[src/inc/scd_pkg.sv]
// Shared constants and types for the third-order sinc decimator with host serial output.
package scd_pkg;
    // Clock rate and timing figures.
    localparam int SYS_CLK_MHZ = 10;
    localparam int MOD_HALF_NS = 400;
    localparam int MOD_HALF_CYC = (MOD_HALF_NS * SYS_CLK_MHZ + 999) / 1000;
    localparam int SER_HALF_NS = 200;
    localparam int SER_HALF_CYC = (SER_HALF_NS * SYS_CLK_MHZ + 999) / 1000;
    // Data path widths and burst layout.
    localparam int WORD_W = 16;
    localparam int ACC_W = 25;
    localparam int CHANNELS = 2;
    localparam int BURST_WORDS = 8;
    localparam int MEM_AW = 4;
    localparam int MEM_DEPTH = 16;
    localparam int CNT_W = 8;
    // Decimation code decoding: ratio is two to the power of (code plus offset), or of LOG2_MAX for CODE_UNDEF.
    localparam logic [2:0] CODE_UNDEF = 3'h7;
    localparam logic [3:0] LOG2_OFFSET = 4'h2;
    localparam logic [3:0] LOG2_MAX = 4'h8;
    localparam logic [4:0] SCALE_TOP = 5'h18;
    localparam logic [WORD_W-1:0] SAT_VALUE = 16'hFFFF;
    // Modulator clock-configuration modes.
    localparam logic [1:0] MOD_RISE = 2'h0;
    localparam logic [1:0] MOD_BOTH = 2'h1;
    localparam logic [1:0] MOD_MANCH = 2'h2;
    localparam logic [1:0] MOD_EXT = 2'h3;
    // Serializer and bank-slot counters.
    localparam logic [3:0] LAST_BIT = 4'hF;
    localparam logic [2:0] LAST_WORD = 3'h7;
    localparam logic [1:0] LAST_SLOT = 2'h3;
    typedef enum logic {SCD_IDLE, SCD_SHIFT} scd_state_e;
endpackage : scd_pkg

[src/rtl/scd_top.sv]
// Two-channel sinc3 decimator feeding a burst or frame-synchronized serial port.
`timescale 1ns/1ps
module scd_top #(
    parameter int MOD_HALF = scd_pkg::MOD_HALF_CYC,
    parameter int SER_HALF = scd_pkg::SER_HALF_CYC
) (
    input wire logic clock,
    input wire logic nrst,
    input wire logic port_mode_sw,
    input wire logic [2:0] ratio_sw,
    input wire logic [1:0] mod_mode_sw,
    input wire logic modulator_clock_in,
    input wire logic [scd_pkg::CHANNELS-1:0] modulator_bitstream,
    output logic modulator_clock_out,
    output logic spi_sclk,
    output logic spi_ss_n,
    output logic frame_port_receive_clock,
    output logic receive_frame_pulse_line,
    output logic filter_result_out
);
    import scd_pkg::*;

    // Scales a differentiator output of 3k+1 bits to a full 16-bit word, saturating at full scale.
    function automatic logic [WORD_W-1:0] scale(input logic [ACC_W-1:0] v, input logic [3:0] k);
        logic [4:0] sh;
        logic [ACC_W-1:0] t;
        sh = SCALE_TOP - 5'(k * 3);
        t = v << sh;
        return t[ACC_W-1] ? SAT_VALUE : t[ACC_W-2:ACC_W-1-WORD_W];
    endfunction : scale

    // Two-stage synchronizers for every strap and modulator pin input.
    logic [8:0] meta_q, sync_q;
    logic mclk_prev_q;
    always_ff @(posedge clock or negedge nrst) begin
        if (!nrst) begin
            meta_q <= '0;
            sync_q <= '0;
            mclk_prev_q <= 1'b0;
        end else begin
            meta_q <= {port_mode_sw, ratio_sw, mod_mode_sw, modulator_clock_in, modulator_bitstream};
            sync_q <= meta_q;
            mclk_prev_q <= sync_q[2];
        end
    end

    // Strap decoding; closed switches read as 0, so the code is the pin level.
    wire spi_mode = !sync_q[8];
    wire [2:0] code = sync_q[7:5];
    wire [1:0] mod_mode = sync_q[4:3];
    wire mclk_s = sync_q[2];
    wire [CHANNELS-1:0] dat_s = sync_q[1:0];
    wire [3:0] log2r = (code == CODE_UNDEF) ? LOG2_MAX : 4'({1'b0, code}) + LOG2_OFFSET;
    wire [CNT_W-1:0] dec_last = CNT_W'((9'h001 << log2r) - 9'h001);

    // Modulator clock divider, driven out only in the external-clock mode.
    logic [3:0] mdiv_q;
    logic mclk_int_q, mclk_out_q;
    wire mdiv_end = (mdiv_q == 4'(MOD_HALF - 1));
    wire int_rise = mdiv_end && !mclk_int_q;
    always_ff @(posedge clock or negedge nrst) begin
        if (!nrst) begin
            mdiv_q <= '0;
            mclk_int_q <= 1'b0;
            mclk_out_q <= 1'b0;
        end else begin
            mdiv_q <= mdiv_end ? 4'h0 : mdiv_q + 4'h1;
            mclk_int_q <= mclk_int_q ^ mdiv_end;
            mclk_out_q <= (mod_mode == MOD_EXT) && (mclk_int_q ^ mdiv_end);
        end
    end

    // Bit capture per modulator mode.
    wire ext_rise = mclk_s && !mclk_prev_q;
    wire ext_fall = !mclk_s && mclk_prev_q;
    logic [CHANNELS-1:0] half_q;
    wire bit_ok = (mod_mode == MOD_RISE) ? ext_rise :
                  (mod_mode == MOD_BOTH) ? (ext_rise || ext_fall) :
                  (mod_mode == MOD_MANCH) ? ext_fall : int_rise;
    wire [CHANNELS-1:0] bit_v = (mod_mode == MOD_MANCH) ? half_q : dat_s;

    // Sinc3 integrators at the bit rate and differentiators at the decimated rate.
    logic [ACC_W-1:0] i1_q [CHANNELS], i2_q [CHANNELS], i3_q [CHANNELS];
    logic [ACC_W-1:0] z1_q [CHANNELS], z2_q [CHANNELS], z3_q [CHANNELS];
    logic [ACC_W-1:0] d1 [CHANNELS], d2 [CHANNELS], d3 [CHANNELS];
    logic [CNT_W-1:0] dec_cnt_q;
    wire dec_ev = bit_ok && (dec_cnt_q >= dec_last);
    always_comb begin
        for (int c = 0; c < CHANNELS; c++) begin
            d1[c] = i3_q[c] - z1_q[c];
            d2[c] = d1[c] - z2_q[c];
            d3[c] = d2[c] - z3_q[c];
        end
    end
    always_ff @(posedge clock or negedge nrst) begin
        if (!nrst) begin
            dec_cnt_q <= '0;
            half_q <= '0;
            for (int c = 0; c < CHANNELS; c++) begin
                i1_q[c] <= '0;
                i2_q[c] <= '0;
                i3_q[c] <= '0;
                z1_q[c] <= '0;
                z2_q[c] <= '0;
                z3_q[c] <= '0;
            end
        end else begin
            if (ext_rise) begin
                half_q <= dat_s;
            end
            if (bit_ok) begin
                dec_cnt_q <= dec_ev ? '0 : dec_cnt_q + 8'h01;
                for (int c = 0; c < CHANNELS; c++) begin
                    i1_q[c] <= i1_q[c] + ACC_W'(bit_v[c]);
                    i2_q[c] <= i2_q[c] + i1_q[c];
                    i3_q[c] <= i3_q[c] + i2_q[c];
                end
            end
            if (dec_ev) begin
                for (int c = 0; c < CHANNELS; c++) begin
                    z1_q[c] <= i3_q[c];
                    z2_q[c] <= d1[c];
                    z3_q[c] <= d2[c];
                end
            end
        end
    end

    // Result collection: two channels per output, four outputs per bank, banks alternate.
    logic ch1_pend_q, wbank_q, sbank_q, ready_q, bank_done_q;
    logic [1:0] slot_q;
    logic [WORD_W-1:0] res1_q;
    wire wr_en = dec_ev || ch1_pend_q;
    wire [MEM_AW-1:0] wr_addr = {wbank_q, slot_q, ch1_pend_q};
    wire [WORD_W-1:0] wr_data = ch1_pend_q ? res1_q : scale(d3[0], log2r);
    wire bank_done = ch1_pend_q && (slot_q == LAST_SLOT);

    // Serializer state.
    scd_state_e state_q, state_d;
    logic [1:0] scnt_q;
    logic ph_q;
    logic [3:0] bit_q;
    logic [2:0] word_q;
    logic [WORD_W-1:0] sh_q;
    logic sdo_q, sclk_q, ss_n_q, fclk_q, fpulse_q;
    logic [WORD_W-1:0] rd_data;
    wire tick = (scnt_q == 2'(SER_HALF - 1));
    wire fall = tick && ph_q;
    wire ph_d = ph_q ^ tick;
    wire start = fall && ready_q && (state_q == SCD_IDLE);
    wire last = fall && (state_q == SCD_SHIFT) && (bit_q == LAST_BIT) && (word_q == LAST_WORD);
    wire [2:0] rd_word = (state_q == SCD_IDLE) ? 3'h0 : word_q + 3'h1;
    wire [MEM_AW-1:0] rd_addr = {sbank_q, rd_word};
    always_comb begin
        state_d = state_q;
        if (start) begin
            state_d = SCD_SHIFT;
        end else if (last) begin
            state_d = SCD_IDLE;
        end
    end

    // Bank bookkeeping; a completed bank sets the ready flag, which wins over the start clear.
    // The flag is set one cycle after the bank swap, so the registered read port already shows the new first word.
    always_ff @(posedge clock or negedge nrst) begin
        if (!nrst) begin
            ch1_pend_q <= 1'b0;
            res1_q <= '0;
            slot_q <= '0;
            wbank_q <= 1'b0;
            sbank_q <= 1'b0;
            ready_q <= 1'b0;
            bank_done_q <= 1'b0;
        end else begin
            ch1_pend_q <= dec_ev;
            if (dec_ev) begin
                res1_q <= scale(d3[1], log2r);
            end
            if (ch1_pend_q) begin
                slot_q <= slot_q + 2'h1;
            end
            if (bank_done) begin
                wbank_q <= !wbank_q;
                sbank_q <= wbank_q;
            end
            bank_done_q <= bank_done;
            ready_q <= bank_done_q || (ready_q && !start);
        end
    end

    scd_mem #(.WIDTH(WORD_W), .AW(MEM_AW), .DEPTH(MEM_DEPTH)) u_mem (
        .clock(clock),
        .wr_en(wr_en),
        .wr_addr(wr_addr),
        .wr_data(wr_data),
        .rd_addr(rd_addr),
        .rd_data_q(rd_data)
    );

    // Serial timing base and shifter; data changes on the falling serial edge, MSB first.
    always_ff @(posedge clock or negedge nrst) begin
        if (!nrst) begin
            scnt_q <= '0;
            ph_q <= 1'b0;
            state_q <= SCD_IDLE;
            bit_q <= '0;
            word_q <= '0;
            sh_q <= '0;
            sdo_q <= 1'b0;
        end else begin
            scnt_q <= tick ? 2'h0 : scnt_q + 2'h1;
            ph_q <= ph_d;
            state_q <= state_d;
            if (start) begin
                bit_q <= '0;
                word_q <= '0;
                sdo_q <= rd_data[WORD_W-1];
                sh_q <= {rd_data[WORD_W-2:0], 1'b0};
            end else if (last) begin
                sdo_q <= 1'b0;
            end else if (fall && state_q == SCD_SHIFT) begin
                bit_q <= bit_q + 4'h1;
                if (bit_q == LAST_BIT) begin
                    word_q <= word_q + 3'h1;
                    sdo_q <= rd_data[WORD_W-1];
                    sh_q <= {rd_data[WORD_W-2:0], 1'b0};
                end else begin
                    sdo_q <= sh_q[WORD_W-1];
                    sh_q <= {sh_q[WORD_W-2:0], 1'b0};
                end
            end
        end
    end

    // Port pins: burst clock and select in one mode, free clock and frame pulse in the other.
    always_ff @(posedge clock or negedge nrst) begin
        if (!nrst) begin
            sclk_q <= 1'b0;
            ss_n_q <= 1'b1;
            fclk_q <= 1'b0;
            fpulse_q <= 1'b0;
        end else begin
            sclk_q <= spi_mode && (state_d == SCD_SHIFT) && ph_d;
            ss_n_q <= !(spi_mode && (state_d == SCD_SHIFT));
            fclk_q <= !spi_mode && ph_d;
            fpulse_q <= (start && !spi_mode) || (fpulse_q && !fall);
        end
    end

    assign modulator_clock_out = mclk_out_q;
    assign spi_sclk = sclk_q;
    assign spi_ss_n = ss_n_q;
    assign frame_port_receive_clock = fclk_q;
    assign receive_frame_pulse_line = fpulse_q;
    assign filter_result_out = sdo_q;

    // Checks on the port and filter behaviour.
    localparam int SER_GAP = 3;
    localparam int MOD_GAP = 5;
endmodule : scd_top

[src/rtl/scd_mem.sv]
// Small result memory with one write port and a registered read port.
`timescale 1ns/1ps
module scd_mem #(
    parameter int WIDTH = 16,
    parameter int AW = 4,
    parameter int DEPTH = 16
) (
    input wire logic clock,
    input wire logic wr_en,
    input wire logic [AW-1:0] wr_addr,
    input wire logic [WIDTH-1:0] wr_data,
    input wire logic [AW-1:0] rd_addr,
    output logic [WIDTH-1:0] rd_data_q
);
    logic [WIDTH-1:0] mem_q [DEPTH];

    // Store on write, and present the addressed word one cycle later.
    always_ff @(posedge clock) begin
        if (wr_en) begin
            mem_q[wr_addr] <= wr_data;
        end
        rd_data_q <= mem_q[rd_addr];
    end
endmodule : scd_mem

[config.mk]
export PLATFORM = sky130hd
export DESIGN_NAME = scd_top
export DESIGN_NICKNAME = d
export VERILOG_FILES = /design/src/inc/scd_pkg.sv /design/src/rtl/scd_top.sv /design/src/rtl/scd_mem.sv
export SDC_FILE = /design/constraint.sdc
export NUM_CORES = 2
export LEC_CHECK = 0
export BUFFER_PORTS_ARGS = -buffer_cell sky130_fd_sc_hd__buf_2
export CELL_PAD_IN_SITES_DETAIL_PLACEMENT = 0
export CELL_PAD_IN_SITES_GLOBAL_PLACEMENT = 2
export CORE_UTILIZATION = 43
export CTS_CLUSTER_DIAMETER = 60
export DETAILED_ROUTE_END_ITERATION = 8
export PLACE_DENSITY_LB_ADDON = 0.1
export SYNTH_ARGS = -nofsm -noshare
export SYNTH_HDL_FRONTEND = slang
export SYNTH_HIERARCHICAL = 1
export SYNTH_SLANG_ARGS = --single-unit
export TNS_END_PERCENT = 50
[constraint.sdc]
create_clock -name clock -period 8.7 [get_ports clock]
set_clock_uncertainty 0.2 [all_clocks]
set_input_delay 0.87 -clock clock [delete_from_list [all_inputs] [get_ports clock]]
set_output_delay 0.87 -clock clock [all_outputs]
set_load 0.03 [all_outputs]
==> summary.md <==
The synthesized area per cell is 10.0 sq um, and the total clock sinks is 661. For this run, asynchronously set or reset flops after synthesis account for 58.9%. Met3 wire length: 3.63 mm. The logs give 0 for the max-slew violation count and 83 for the total clock buffers created by CTS. After clock tree synthesis, the clock-pin slew on the worst setup and hold paths is 0.06 ns. At the worst endpoint, the required time is 8.88 ns. The layout cell share with drive strength beyond 1 is 9.34%, and the portion of the clock cycle consumed by the worst path in the final layout is 92.1%. For this run, the total global-route usage over all layers was measured as 21.1%.

0 antenna diodes ended up in the layout. The first global-routing pass estimated 157 mm of wire. For this run, the leading register cell type out of synthesis is sky130_fd_sc_hd__dfrtp_1. The tree is rooted in a sky130_fd_sc_hd__clkbuf_16. The logs give 197 for the largest net degree at the start of global routing and 0.823 for the last weighted congestion value of the routability-driven placer. Setup repair after global routing left no endpoint under its margin.

The peak clock frequency supported by timing is 125 MHz. The dominant cell by count in the synthesized netlist was sky130_fd_sc_hd__nand2_1. For this run, design rule violations remaining after detail routing come to 0. The highest layer used for signal routing was met4. The total iterations of the first detailed-routing run was 5; the wire length per cell was 18.5 um. Layout overhead on the synthesized area: 11.4%. The total via count after detailed routing is 28414. The setup slack of the worst register-to-register path is 0.69 ns, and the slew of the pin with the lowest slew margin is 1.16 ns. Initial core utilization: 43.5%. For this design the top-level I/O count stands at 17. The critical path endpoint category was a flop.

The total wire length after detailed routing was 96.0 mm; the number of rows in the core area was 110. The final count of hold timing violations was 0; the final-layout setup total negative slack was 0 ns. The post-synthesis cell area was 39300 sq um; the overflow left after global routing was 0.

The via count of the first global-routing pass came out at 27945. Counting distinct cell types in the post-synthesis netlist gives 92. The cell taking the most area after synthesis was sky130_fd_sc_hd__dfrtp_1.

The die width is 304 um. The worst hold path belongs to the class in2reg. The reported max-cap violation count is 0. Yosys attributes the largest share of cell area to sky130_fd_sc_hd__dfrtp_1, sky130_fd_sc_hd__edfxtp_1, sky130_fd_sc_hd__ha_1, sky130_fd_sc_hd__o21ai_0, sky130_fd_sc_hd__nand2_1. Met2 wirelength from detailed routing: 43.2 mm. Measured along the y axis, the die boundary spans 304 um. Dividing the detail-routed via count by the number of cells gives 5.47.

The core area is 90300 sq um. The maximum fanout along the worst path works out to 16. Among cell families on the critical path, the largest total delay comes from compound AO/OA/AOI/OAI gates.

The run gives 0 as the remaining antenna violation count. For the worst setup path, the data arrival time is 8.19 ns. Once detailed placement completed, the half-perimeter wirelength came to 66.8 mm. After the first detailed-routing iteration, the DRC count stood at 1890. The initial antenna violation count is 0. Setup violations remaining at the end of the flow were counted as 0.

Clock latency on the worst-skew pair, taken at its later pin, is 0.69 ns. Measured against its own limit, the worst slew margin works out to 22.3%. In this run the number of H-tree levels came out at 3.

The area of the die was 92600 sq um. The worst setup path is of the reg2reg kind. The synthesis warning total came out at 6.

STA classifies the critical path startpoint as a flop. The maximum cell stage delay along the critical path was 0.51 ns; the synthesized flop and latch total was 661. Count of nets after finishing: 4237. The instance count of the mapped netlist is 3926, and the share of the synthesized area in the top cell type is 24.7%. In the synthesized netlist, the cells that appear most often are sky130_fd_sc_hd__nand2_1, sky130_fd_sc_hd__dfrtp_1, sky130_fd_sc_hd__o21ai_0, sky130_fd_sc_hd__ha_1, sky130_fd_sc_hd__edfxtp_1. The worst path in the final design needs a cycle of 8.01 ns, including I/O delays and setup. The maximum number of buffers from clock root to sink was 3. The flow ran to the end, and the final reports show no timing, DRC or antenna violations. The synthesized design contains 256 enable-type register cells.

The library cell contributing the largest single delay on the critical path was sky130_fd_sc_hd__or4_1. The sequential fraction of the synthesis area is 45.2%. Together, buffers and inverters on the worst path number 4. The length of routed wiring on met1 is 47.4 mm.

TritonCTS built the clock tree. Buffers placed on the I/O ports in this run total 16.
metal layers:
| metal | track usage (%) | vias to the layer above |
|---|---|---|
| met5 | 0 | - |
| met4 | 5.32 | 0 |
| met3 | 2.84 | 116 |
| met2 | 33.4 | 433 |
| met1 | 30.5 | 13562 |
| li1 | - | 14303 |
final cells by class:
type                            instances  area [sq um]
Fill cell                            8419         46500
Tap cell                             1176          1470
Clock buffer                          100          2200
Sequential cell                       661         17700
Timing Repair Buffer                   80           611
Multi-Input combinational cell       2884         20200
Clock inverter                         54           678
Inverter                              237           897
placed cells by master (no fill, tap or decap), types with 11 or more instances in the layout:
master / count
sky130_fd_sc_hd__o31ai_1: 22
sky130_fd_sc_hd__xor2_1: 98
sky130_fd_sc_hd__nor4_1: 16
sky130_fd_sc_hd__o21ai_0: 376
sky130_fd_sc_hd__buf_4: 60
sky130_fd_sc_hd__a22oi_1: 41
sky130_fd_sc_hd__clkbuf_1: 11
sky130_fd_sc_hd__a21boi_0: 12
sky130_fd_sc_hd__inv_1: 236
sky130_fd_sc_hd__a21o_1: 70
sky130_fd_sc_hd__dfrtp_1: 387
sky130_fd_sc_hd__ha_1: 269
sky130_fd_sc_hd__nand3_1: 86
sky130_fd_sc_hd__a21oi_1: 204
sky130_fd_sc_hd__edfxtp_1: 256
sky130_fd_sc_hd__nor3_1: 72
sky130_fd_sc_hd__a31oi_1: 48
sky130_fd_sc_hd__mux2i_1: 49
sky130_fd_sc_hd__nand2_1: 478
sky130_fd_sc_hd__nor2b_1: 34
sky130_fd_sc_hd__a211oi_1: 44
sky130_fd_sc_hd__and3_1: 37
sky130_fd_sc_hd__nor2_1: 239
sky130_fd_sc_hd__or2_2: 18
sky130_fd_sc_hd__mux2_2: 29
sky130_fd_sc_hd__o211ai_1: 25
sky130_fd_sc_hd__nand4_1: 18
sky130_fd_sc_hd__o21a_1: 35
sky130_fd_sc_hd__clkbuf_16: 83
sky130_fd_sc_hd__xnor2_1: 153
sky130_fd_sc_hd__or3_1: 36
sky130_fd_sc_hd__o21bai_1: 17
sky130_fd_sc_hd__mux4_2: 58
sky130_fd_sc_hd__nand2b_1: 47
sky130_fd_sc_hd__dfxtp_1: 16
sky130_fd_sc_hd__clkinv_2: 14
sky130_fd_sc_hd__buf_2: 15
sky130_fd_sc_hd__and2_1: 22
timing repair:
action | 4_1_cts | 5_1_grt
hold buffers | 1 | 0
endpoints found under the hold margin | 64 | 0
gates resized for setup | 0 | 17
buffers inserted | 0 | 3
setup endpoints to repair | 0 | 256
sequential cells by signal, indices dropped and copies added (netlist names), 2 cells and up:
signal,flops
bit_q,4
dec_cnt_q,8
half_q,2
i1_q,50
i2_q,50
i3_q,50
mdiv_q,4
meta_q,9
res1_q,16
scnt_q,2
sh_q,15
slot_q,2
sync_q,9
u_mem/mem_q,256
u_mem/rd_data_q,16
word_q,3
z1_q,50
z2_q,50
z3_q,50
logic make-up (layout without fill, tap and decap cells):
| family | count (synthesis) | in the layout | share of synthesized area (%) |
|---|---|---|---|
| compound gates | 1044 | 1044 | 16.6 |
| xor+xnor | 253 | 253 | 5.71 |
| fa+ha+maj | 279 | 279 | 9.07 |
| buf+inv | 382 | 471 | 3.80 |
| flops | 661 | 661 | 45.2 |
| mux | 146 | 146 | 6.07 |
| other cells | 1 | 2 | 0.00954 |
| simple gates | 1160 | 1160 | 13.6 |
final timing paths:
check	from	end	cells past startpoint
min reg2reg	meta_q[1]$_DFF_PN0_	sync_q[1]$_DFF_PN0_	0
min	port_mode_sw	meta_q[8]$_DFF_PN0_	1
min in group asynchronous	nrst	z2_q[29]$_DFFE_PN0P_	2
max in group asynchronous	nrst	z3_q[20]$_DFFE_PN0P_	4
max	i3_q[25]$_DFFE_PN0P_	u_mem/mem_q[11][5]$_DFFE_PP_	35
max reg2reg	i3_q[25]$_DFFE_PN0P_	u_mem/mem_q[11][5]$_DFFE_PP_	35
per-stage QoR:
step	utilization [%]	cell area (sq um)	setup slack, ns	std cells	hold WS, ns
final	48.5	43800	0.687	5192	0.0989
after global routing	48.5	43800	0.0346	5192	0.0604
after CTS	48.4	43700	0.119	5189	0.0504
after detailed placement	45.2	40800	0.177	5034	0.136
after global placement	45.2	40800	0.136	5034	0.131
after floorplan	-	39300	0.877	3927	0.131
Power is left out: the tool's default activity adds up to more than one toggle a clock period on the data nets, which glitch-free logic cannot reach.
